<file path="config.mk">
export PLATFORM = sky130hd
export DESIGN_NAME = plb_top
export DESIGN_NICKNAME = d
export VERILOG_FILES = /design/src/plb_pkg.sv /design/src/plb_prbs_chk.sv /design/src/plb_prbs_gen.sv /design/src/plb_top.sv
export SDC_FILE = /design/constraint.sdc
export NUM_CORES = 1
export LEC_CHECK = 0
export BUFFER_PORTS_ARGS = -buffer_cell sky130_fd_sc_hd__buf_4
export CORE_MARGIN = 8
export CORE_UTILIZATION = 30
export CTS_CLUSTER_DIAMETER = 150
export DETAILED_ROUTE_END_ITERATION = 10
export GPL_TIMING_DRIVEN = 0
export HOLD_SLACK_MARGIN = 0.05
export PLACE_DENSITY = 0.62
export SLEW_MARGIN = 15
export SYNTH_ARGS = -nofsm -noshare
export SYNTH_HDL_FRONTEND = slang
export SYNTH_SLANG_ARGS = --single-unit
</file>
<file path="constraint.sdc">
create_clock -name hclk -period 4.9 [get_ports hclk]
set_input_delay 0.735 -clock hclk [delete_from_list [all_inputs] [get_ports hclk]]
set_output_delay 0.735 -clock hclk [all_outputs]
set_load 0.01 [all_outputs]
</file>
<file path="src/plb_pkg.sv">
// constants, types and pattern function shared by the self-test block
// Operation
// (RULE_01) generator field: zero off, all ones continuous
// (RULE_02) reverse receive forward bit only in reverse loop
// (RULE_03) mii transmit forward bit only in mii loop
// (RULE_04) selector: none, digital, analog, external, reverse
// (RULE_05) selector acts only while pcs select zero
// (RULE_06) 100M pcs select: scrambler and mlt3 loop points
// (RULE_07) 1000M pcs select low bit: gigabit loop
// (RULE_08) locked bit follows checker synchronisation
// (RULE_09) sync lost latches high, clears on read
// (RULE_10) generator active bit while generator produces
// (RULE_11) leader legacy coding status bit
// (RULE_12) follower legacy coding status bit
// (RULE_13) power bit resets one, zero when asleep
// (RULE_14) powered device found, clear on read
// (RULE_15) detection saw no signal, clear on read
// (RULE_16) detection watchdog expired, clear on read
// (RULE_17) non powered device found, clear on read
// (RULE_18) forward bits stay clear outside their mode
package plb_pkg;
    localparam logic [7:0] CTRL_IDX = 8'h16;
    localparam logic [7:0] STATUS_IDX = 8'h17;
    localparam logic [7:0] IRQ_STATUS_IDX = 8'h20;
    localparam logic [7:0] IRQ_MASK_IDX = 8'h21;
    localparam int ADDR_LSB = 2;
    localparam logic [15:0] CTRL_RESET = 16'h0000;
    localparam logic [15:0] STATUS_RESET = 16'h0040;
    localparam logic [15:0] CTRL_WMASK = 16'hf3ff;
    localparam int GEN_LSB = 12;
    localparam logic [3:0] GEN_OFF = 4'h0;
    localparam logic [3:0] GEN_CONT = 4'hf;
    localparam int REV_FWD_BIT = 7;
    localparam int MII_FWD_BIT = 6;
    localparam int SEL_LSB = 2;
    localparam logic [3:0] SEL_NONE = 4'h0;
    localparam logic [3:0] SEL_DIGITAL = 4'h1;
    localparam logic [3:0] SEL_ANALOG = 4'h2;
    localparam logic [3:0] SEL_EXTERNAL = 4'h4;
    localparam logic [3:0] SEL_REVERSE = 4'h8;
    localparam int PCS_LSB = 0;
    localparam logic [1:0] PCS_OFF = 2'h0;
    localparam logic [1:0] PCS_BEFORE_SCR = 2'h1;
    localparam logic [1:0] PCS_AFTER_SCR = 2'h2;
    localparam logic [1:0] PCS_AFTER_MLT3 = 2'h3;
    localparam int PD_FOUND_BIT = 15;
    localparam int LOCKED_BIT = 11;
    localparam int LOST_BIT = 10;
    localparam int ACTIVE_BIT = 9;
    localparam int LEADER_BIT = 8;
    localparam int FOLLOWER_BIT = 7;
    localparam int POWER_BIT = 6;
    localparam int IRQ_W = 5;
    localparam int IRQ_LOST_BIT = 4;
    localparam logic [6:0] PRBS_SEED = 7'h7f;
    localparam logic [2:0] HSIZE_WORD = 3'h2;
    localparam logic [1:0] HRESP_OKAY = 2'h0;

    typedef enum logic {PLB_HUNT = 1'b0, PLB_LOCK = 1'b1} plb_chk_state_t;

    // prbs7 (x^7 + x^6 + 1), eight bits msb first; next seed is byte[6:0]
    function automatic logic [7:0] plb_prbs7_byte(input logic [6:0] seed);
        logic [6:0] s;
        logic [7:0] b;
        s = seed;
        b = 8'h00;
        for (int i = 0; i < 8; i++)
        begin
            b = {b[6:0], s[6] ^ s[5]};
            s = {s[5:0], s[6] ^ s[5]};
        end
        return b;
    endfunction
endpackage

</file>
<file path="src/plb_prbs_chk.sv">
// self-synchronising prbs7 checker with lock and loss detection
`timescale 1ns/10ps
`default_nettype none
module plb_prbs_chk #(
    parameter int LOCK_MATCHES = 16
) (
    input wire logic hclk,
    input wire logic hresetn,
    input wire logic [7:0] rx_data,
    input wire logic rx_valid,
    output logic locked,
    output logic sync_lost
);
    localparam int CW = $clog2(LOCK_MATCHES + 1);
    localparam logic [CW-1:0] LOCK_COUNT = CW'(LOCK_MATCHES);

    typedef struct packed {
        plb_pkg::plb_chk_state_t state;
        logic [7:0] prev;
        logic [CW-1:0] count;
        logic lost;
    } plb_chk_t;

    plb_chk_t r;
    plb_chk_t next_r;
    logic match;

    // an all-zero stream also predicts itself; the generator never sends it
    assign match = rx_data == plb_pkg::plb_prbs7_byte(r.prev[6:0]);

    always_comb
    begin
        next_r = r;
        next_r.lost = 1'b0;
        if (rx_valid)
        begin
            next_r.prev = rx_data;
            unique case (r.state)
                plb_pkg::PLB_HUNT:
                begin
                    next_r.count = match ? r.count + CW'(1) : '0;
                    if (match && r.count == LOCK_COUNT - CW'(1))
                    begin
                        next_r.state = plb_pkg::PLB_LOCK; // RULE_08
                        next_r.count = '0;
                    end
                end
                plb_pkg::PLB_LOCK:
                begin
                    if (!match)
                    begin
                        next_r.state = plb_pkg::PLB_HUNT; // RULE_08
                        next_r.lost = 1'b1; // RULE_09
                    end
                end
            endcase
        end
    end

    always_ff @(posedge hclk or negedge hresetn)
    begin
        if (!hresetn)
        begin
            r <= '{state: plb_pkg::PLB_HUNT, prev: 8'h00, count: '0,
                   lost: 1'b0};
        end
        else
        begin
            r <= next_r;
        end
    end

    assign locked = r.state == plb_pkg::PLB_LOCK;
    assign sync_lost = r.lost;
endmodule
`default_nettype wire

</file>
<file path="src/plb_prbs_gen.sv">
// byte-wide prbs7 pattern generator
`timescale 1ns/10ps
`default_nettype none
module plb_prbs_gen (
    input wire logic hclk,
    input wire logic hresetn,
    input wire logic enable,
    output logic [7:0] data,
    output logic valid
);
    typedef struct packed {
        logic [6:0] lfsr;
        logic [7:0] data;
        logic valid;
    } plb_gen_t;

    plb_gen_t r;
    plb_gen_t next_r;

    always_comb
    begin
        next_r = r;
        next_r.valid = enable; // RULE_10
        if (enable)
        begin
            next_r.data = plb_pkg::plb_prbs7_byte(r.lfsr);
            next_r.lfsr = next_r.data[6:0];
        end
    end

    always_ff @(posedge hclk or negedge hresetn)
    begin
        if (!hresetn)
        begin
            r <= '{lfsr: plb_pkg::PRBS_SEED, data: 8'h00, valid: 1'b0};
        end
        else
        begin
            r <= next_r;
        end
    end

    assign data = r.data;
    assign valid = r.valid;
endmodule
`default_nettype wire

</file>
<file path="src/plb_top.sv">
// self-test, loopback control and general status block with ahb-lite slave
`timescale 1ns/10ps
`default_nettype none
module plb_top #(
    parameter int LOCK_MATCHES = 16
) (
    input wire logic hclk,
    input wire logic hresetn,
    input wire logic hsel,
    input wire logic [31:0] haddr,
    input wire logic [1:0] htrans,
    input wire logic hwrite,
    input wire logic [2:0] hsize,
    input wire logic [31:0] hwdata,
    input wire logic hready,
    output logic hreadyout,
    output logic [1:0] hresp,
    output logic [31:0] hrdata,
    output logic irq,
    input wire logic [7:0] mac_tx_data,
    input wire logic mac_tx_valid,
    output logic [7:0] line_tx_data,
    output logic line_tx_valid,
    input wire logic [7:0] line_rx_data,
    input wire logic line_rx_valid,
    output logic [7:0] mac_rx_data,
    output logic mac_rx_valid,
    input wire logic speed_100,
    input wire logic speed_1000,
    output logic loop_digital,
    output logic loop_analog,
    output logic loop_external,
    output logic loop_reverse,
    output logic loop_pcs_before_scrambler,
    output logic loop_pcs_after_scrambler,
    output logic loop_pcs_after_mlt3,
    output logic loop_pcs_gigabit,
    input wire logic leader_legacy_coding,
    input wire logic follower_legacy_coding,
    input wire logic core_sleeping,
    input wire logic powered_device_found,
    input wire logic detect_no_signal,
    input wire logic detect_watchdog_expired,
    input wire logic non_powered_device_found
);
    typedef struct packed {
        logic [15:0] ctrl;
        logic [3:0] pd_flags;
        logic sync_lost;
        logic core_power_state;
        logic [plb_pkg::IRQ_W-1:0] irq_status;
        logic [plb_pkg::IRQ_W-1:0] irq_mask;
        logic wr_pend;
        logic [7:0] wr_idx;
        logic [31:0] rdata;
        logic [7:0] line_tx_data;
        logic line_tx_valid;
        logic [7:0] mac_rx_data;
        logic mac_rx_valid;
    } plb_state_t;

    plb_state_t r;
    plb_state_t next_r;

    logic take;
    logic mapped;
    logic [7:0] addr_idx;
    logic [3:0] pd_events;
    logic [3:0] gen_ctrl;
    logic [3:0] loop_sel;
    logic [1:0] pcs_sel;
    logic pcs_off;
    logic mii_loop;
    logic gen_on;
    logic [7:0] gen_data;
    logic gen_valid;
    logic checker_locked;
    logic checker_lost_pulse;
    logic [15:0] status_word;

    assign take = hsel && htrans[1] && hready;
    assign addr_idx = haddr[9:2];
    assign mapped = haddr[31:10] == 22'h00_0000 && haddr[1:0] == 2'h0
        && hsize == plb_pkg::HSIZE_WORD;
    assign pd_events = {powered_device_found, detect_no_signal,
        detect_watchdog_expired, non_powered_device_found};

    assign gen_ctrl = r.ctrl[plb_pkg::GEN_LSB +: 4];
    assign loop_sel = r.ctrl[plb_pkg::SEL_LSB +: 4];
    assign pcs_sel = r.ctrl[plb_pkg::PCS_LSB +: 2];
    assign pcs_off = pcs_sel == plb_pkg::PCS_OFF;
    // any pcs loop point counts as mii loopback: data turns inside the pcs
    assign mii_loop = !pcs_off;
    // unsupported generator codes are treated as off
    assign gen_on = gen_ctrl == plb_pkg::GEN_CONT; // RULE_01

    plb_prbs_gen u_gen (
        .hclk(hclk),
        .hresetn(hresetn),
        .enable(gen_on),
        .data(gen_data),
        .valid(gen_valid)
    );

    plb_prbs_chk #(
        .LOCK_MATCHES(LOCK_MATCHES)
    ) u_chk (
        .hclk(hclk),
        .hresetn(hresetn),
        .rx_data(line_rx_data),
        .rx_valid(line_rx_valid),
        .locked(checker_locked),
        .sync_lost(checker_lost_pulse)
    );

    always_comb
    begin
        next_r = r;
        status_word = 16'h0000;
        next_r.wr_pend = take && hwrite && mapped;
        next_r.wr_idx = addr_idx;

        // write data phase
        if (r.wr_pend)
        begin
            unique case (r.wr_idx)
                plb_pkg::CTRL_IDX:
                begin
                    next_r.ctrl = hwdata[15:0] & plb_pkg::CTRL_WMASK;
                end
                plb_pkg::IRQ_STATUS_IDX:
                begin
                    next_r.irq_status = r.irq_status
                        & ~hwdata[plb_pkg::IRQ_W-1:0];
                end
                plb_pkg::IRQ_MASK_IDX:
                begin
                    next_r.irq_mask = hwdata[plb_pkg::IRQ_W-1:0];
                end
                default:
                begin
                    next_r.ctrl = next_r.ctrl;
                end
            endcase
        end

        // forward bits are dropped whenever their loop mode is not selected
        if (next_r.ctrl[plb_pkg::SEL_LSB +: 4] != plb_pkg::SEL_REVERSE
            || next_r.ctrl[plb_pkg::PCS_LSB +: 2] != plb_pkg::PCS_OFF)
        begin
            next_r.ctrl[plb_pkg::REV_FWD_BIT] = 1'b0; // RULE_02 RULE_18
        end
        if (next_r.ctrl[plb_pkg::PCS_LSB +: 2] == plb_pkg::PCS_OFF)
        begin
            next_r.ctrl[plb_pkg::MII_FWD_BIT] = 1'b0; // RULE_03 RULE_18
        end

        // status word as seen by a read in this cycle
        status_word[plb_pkg::PD_FOUND_BIT -: 4] = r.pd_flags; // RULE_14
        status_word[plb_pkg::LOCKED_BIT] = checker_locked; // RULE_08
        status_word[plb_pkg::LOST_BIT] = r.sync_lost; // RULE_09
        status_word[plb_pkg::ACTIVE_BIT] = gen_valid; // RULE_10
        status_word[plb_pkg::LEADER_BIT] = leader_legacy_coding; // RULE_11
        status_word[plb_pkg::FOLLOWER_BIT] = follower_legacy_coding; // RULE_12
        status_word[plb_pkg::POWER_BIT] = r.core_power_state; // RULE_13

        // read address phase: data is registered for the data phase
        if (take && !hwrite)
        begin
            next_r.rdata = 32'h0000_0000;
            if (mapped)
            begin
                unique case (addr_idx)
                    plb_pkg::CTRL_IDX:
                    begin
                        next_r.rdata[15:0] = next_r.ctrl;
                    end
                    plb_pkg::STATUS_IDX:
                    begin
                        next_r.rdata[15:0] = status_word;
                        next_r.pd_flags =
                            4'h0; // RULE_14 RULE_15 RULE_16 RULE_17
                        next_r.sync_lost = 1'b0; // RULE_09
                    end
                    plb_pkg::IRQ_STATUS_IDX:
                    begin
                        next_r.rdata[plb_pkg::IRQ_W-1:0] = r.irq_status;
                    end
                    plb_pkg::IRQ_MASK_IDX:
                    begin
                        next_r.rdata[plb_pkg::IRQ_W-1:0] = r.irq_mask;
                    end
                    default:
                    begin
                        next_r.rdata = 32'h0000_0000;
                    end
                endcase
            end
        end

        // events set after any clear so that a coincident event survives
        next_r.pd_flags = next_r.pd_flags
            | pd_events; // RULE_14 RULE_15 RULE_16 RULE_17
        next_r.sync_lost = next_r.sync_lost | checker_lost_pulse; // RULE_09
        next_r.irq_status = next_r.irq_status
            | {checker_lost_pulse, pd_events};
        next_r.core_power_state = !core_sleeping; // RULE_13

        // line transmit path: generator overrides mac data
        if (gen_on || gen_valid)
        begin
            next_r.line_tx_data = gen_data;
            next_r.line_tx_valid = gen_valid;
        end
        else if (mii_loop && !r.ctrl[plb_pkg::MII_FWD_BIT])
        begin
            next_r.line_tx_data = mac_tx_data;
            next_r.line_tx_valid = 1'b0; // RULE_03
        end
        else
        begin
            next_r.line_tx_data = mac_tx_data;
            next_r.line_tx_valid = mac_tx_valid;
        end

        // mac receive path: withheld in reverse loop unless forwarded
        next_r.mac_rx_data = line_rx_data;
        next_r.mac_rx_valid = line_rx_valid
            && !(loop_reverse && !r.ctrl[plb_pkg::REV_FWD_BIT]); // RULE_02
    end

    always_ff @(posedge hclk or negedge hresetn)
    begin
        if (!hresetn)
        begin
            r <= '{ctrl: plb_pkg::CTRL_RESET,
                   pd_flags: 4'h0,
                   sync_lost: 1'b0,
                   core_power_state: plb_pkg::STATUS_RESET[plb_pkg::POWER_BIT],
                   irq_status: '0,
                   irq_mask: '0,
                   wr_pend: 1'b0,
                   wr_idx: 8'h00,
                   rdata: 32'h0000_0000,
                   line_tx_data: 8'h00,
                   line_tx_valid: 1'b0,
                   mac_rx_data: 8'h00,
                   mac_rx_valid: 1'b0};
        end
        else
        begin
            r <= next_r;
        end
    end

    // loop point decode; selector only when pcs select is zero
    assign loop_digital = pcs_off
        && loop_sel == plb_pkg::SEL_DIGITAL; // RULE_04 RULE_05
    assign loop_analog = pcs_off
        && loop_sel == plb_pkg::SEL_ANALOG; // RULE_04 RULE_05
    assign loop_external = pcs_off
        && loop_sel == plb_pkg::SEL_EXTERNAL; // RULE_04 RULE_05
    assign loop_reverse = pcs_off
        && loop_sel == plb_pkg::SEL_REVERSE; // RULE_04 RULE_05
    assign loop_pcs_before_scrambler = speed_100
        && pcs_sel == plb_pkg::PCS_BEFORE_SCR; // RULE_06
    assign loop_pcs_after_scrambler = speed_100
        && pcs_sel == plb_pkg::PCS_AFTER_SCR; // RULE_06
    assign loop_pcs_after_mlt3 = speed_100
        && pcs_sel == plb_pkg::PCS_AFTER_MLT3; // RULE_06
    assign loop_pcs_gigabit = speed_1000 && pcs_sel[0]; // RULE_07

    // zero wait states, always okay
    assign hreadyout = 1'b1;
    assign hresp = plb_pkg::HRESP_OKAY;
    assign hrdata = r.rdata;
    assign irq = |(r.irq_status & r.irq_mask);
    assign line_tx_data = r.line_tx_data;
    assign line_tx_valid = r.line_tx_valid;
    assign mac_rx_data = r.mac_rx_data;
    assign mac_rx_valid = r.mac_rx_valid;
endmodule
`default_nettype wire
</file>
==> results.cfg <==
[detailed_routing]
drtAntennaViolNets = 0
drc = 0
routed_wl_mm = 11.9
drtIter0Drc = 170
num_vias = 3477
viasPerCell = 4.43
wl_per_cell_um = 15.2
drt-pass1-iter-count = 5

[power]
cellLeakagePower_nw = 3.10
vdd_drop_max_v = 0.000149
p_per_area_nw_per_um2 = 326

[setup_path]
slowest_stage = nor4_2
regToRegSetupSlack_ps = 2560
crit_cells = 6
critPathMaxFanout = 10
critPathArrivalTime_ps = 2710
r2r_cells = 7
cp-start-kind = input pin
critPathKind = input pin to flop
r2r-end = hrdata[6]
max_stage_delay_ps = 770
critical_path_buf_inv_count = 1
rr_startpoint = r[53]
cp_top_family = simple AND/OR/NAND/NOR gates
critPathCaptureType = flop
required_ps = 5190
crit_chain = buf_4 > nor3_1 > nand3_1 > nor4_2 > and2_1 > a211o_1

[cts]
cts.repair.resized = 0
clk_latency_ps = 350
h-tree-depth = 3
path_clk_slew_ps = 80
cts_buffers = 9
root_buffer = clkbuf_16
cts_hold_buf = 0
cts_buffer_depth = 2
cts_sinks = 105
postCtsSetupRepairBufs = 0
cts_tree = built

[timing]
worst_slack_ps = 2480
rsz0062_at_grt = no
worstMarginPinSlew_ps = 973
period_share_pct = 49.4
slew_headroom_pct = 34.6
drv_slew = 0
setup-violations-final = 0
hold_viol = 0
fin_skew_ps = 10.4
fmax_ghz = 0.413
min_period_ps = 2420
setup_tns_ps = 0

[global_routing]
grtUsageTotal_pct = 12.2
grt_pass1_wl_mm = 19.5
grt-ovfl-total = 0
antenna_found_initial = 0
grt_pass1_vias = 3778
grt_max_degree = 106

[placement]
hpwl_mm = 9.24
pre_cts_ws_ps = 2070
placed_area_um2 = 6100
io_buffers = 124
globalplace.congestion = 0.775
place_inst = 768

[finish]
final_cell_area_um2 = 6380
area_growth_pct = 32.2
n_antenna_cell = 0
nets = 666
drive_above_1_share_pct = 42.1
fillers = 1542
layout_commonest_cell = buf_4
final_cell_mix = buf_4, dfrtp_1, nand2_1
stdcell_count = 784

[status]
status = completed

[logic_synthesis]
postSynthCellCount = 411
yosysSeqAreaShare_pct = 54.6
avgSynthCellArea_um2 = 11.7
synthDistinctLibCells = 51
synth_area_um2 = 4830
yosysWarnings = 0
synth.ff_latch_count = 105

[hold_path]
worstHoldPathType = flop to flop
min_path_cells = 1
hold_path_startpoint = u_chk.sync_lost
hold_end = r[68]

[floorplan]
placementRows = 46
die_y_um = 143
fp.dieArea_um2 = 20400
initial_core_util_pct = 30.5
dieWidth_um = 143
boundaryPins = 163
core_um2 = 15800

[job]
maxCapViolations = 0
through the flow:
step	total power, mW	util, %	hold slack, ps
after CTS	2.12	40.3	469
after global placement	1.39	38.5	457
after global routing	2.20	40.3	481
final	2.08	40.3	473
after detailed placement	1.41	38.5	467
after floorplan	1.26	-	430
how the worst max path moves through the flow:
stage,end,from,slack [ps]
floorplan,hrdata[7],haddr[20],2760
global placement,hrdata[11],haddr[5],2110
detailed placement,hrdata[7],haddr[5],2070
CTS,hrdata[7],haddr[5],2440
global route,hrdata[11],haddr[20],2350
finish,hrdata[7],haddr[5],2480
where the power goes:
| part | internal (mW) | switching [mW] |
|---|---|---|
| clock | 0.354 | 0.343 |
| combinational | 0.200 | 0.137 |
| sequential | 0.980 | 0.0670 |
| total | 1.53 | 0.547 |
kinds of logic after synthesis:
| logic type | Yosys count | synth area share (%) |
|---|---|---|
| simple gates | 112 | 12.5 |
| flops | 105 | 54.6 |
| buf+inv | 71 | 10.0 |
| compound gates | 64 | 9.46 |
| mux | 39 | 9.77 |
| xor+xnor | 16 | 2.90 |
| fa+ha+maj | 2 | 0.518 |
| other cells | 2 | 0.156 |
metal layers:
metal,up-vias,track usage [%],routed length (um)
li1,1677,-,-
met1,1693,14.6,5130
met2,95,20.3,5920
met3,12,3.07,692
met4,0,5.31,212
met5,-,0,0
registers in the layout, indices dropped and copies added (netlist names):
register and count:
gen_ctrl 4, hrdata 16, line_tx_data 8, line_tx_valid 1, loop_sel 4, mac_rx_data 8
mac_rx_valid 1, pcs_sel 2, r 31, u_chk.locked 1, u_chk.r 12, u_chk.sync_lost 1
u_gen.data 8, u_gen.r 7, u_gen.valid 1
area by class of cell:
| cell class | count | area (um2) | share of cell area (%) |
|---|---|---|---|
| multi-input cells | 252 | 1770 | 27.7 |
| clock inverters | 7 | 62.6 | 0.980 |
| clock buffers | 9 | 225 | 3.53 |
| inverters | 12 | 45.0 | 0.705 |
| flip-flops and latches | 105 | 2640 | 41.3 |
| plain buffers | 59 | 439 | 6.88 |
| repair buffers | 124 | 935 | 14.6 |
| well taps | 216 | 270 | 4.23 |
cell usage after synthesis, drive strengths merged:
master | instances | share of area (%)
a21o | 12 | 1.9
nor2b | 3 | 0.39
inv | 12 | 0.93
ha | 2 | 0.52
and4b | 2 | 0.41
and3 | 5 | 0.65
xnor2 | 8 | 1.5
nand3 | 7 | 0.73
o21a | 11 | 1.7
xor2 | 8 | 1.5
nor3b | 2 | 0.31
nor2 | 14 | 1.1
nand3b | 2 | 0.31
nor4 | 8 | 1.2
nand4b | 2 | 0.49
conb | 2 | 0.16
nand4 | 5 | 0.65
o21ai | 12 | 1.2
o31ai | 1 | 0.16
a21oi | 8 | 0.83
or4b | 1 | 0.21
buf | 55 | 8.6
a222oi | 9 | 1.9
and2 | 6 | 0.78
mux2i | 7 | 1.5
mux2 | 32 | 8.3
or2 | 1 | 0.13
nor4b | 4 | 0.73
nor3 | 5 | 0.52
clkbuf | 4 | 0.52
a211o | 1 | 0.18
dfrtp | 97 | 50
a21boi | 2 | 0.31
o211ai | 2 | 0.31
nand2b | 3 | 0.39
a22o | 1 | 0.18
a22oi | 3 | 0.47
o21bai | 1 | 0.16
nor4bb | 1 | 0.21
dfstp | 8 | 4.4
nand2 | 37 | 2.9
or3 | 4 | 0.52
a31o | 1 | 0.18
Note: power is estimated with default switching activity, not from simulation.
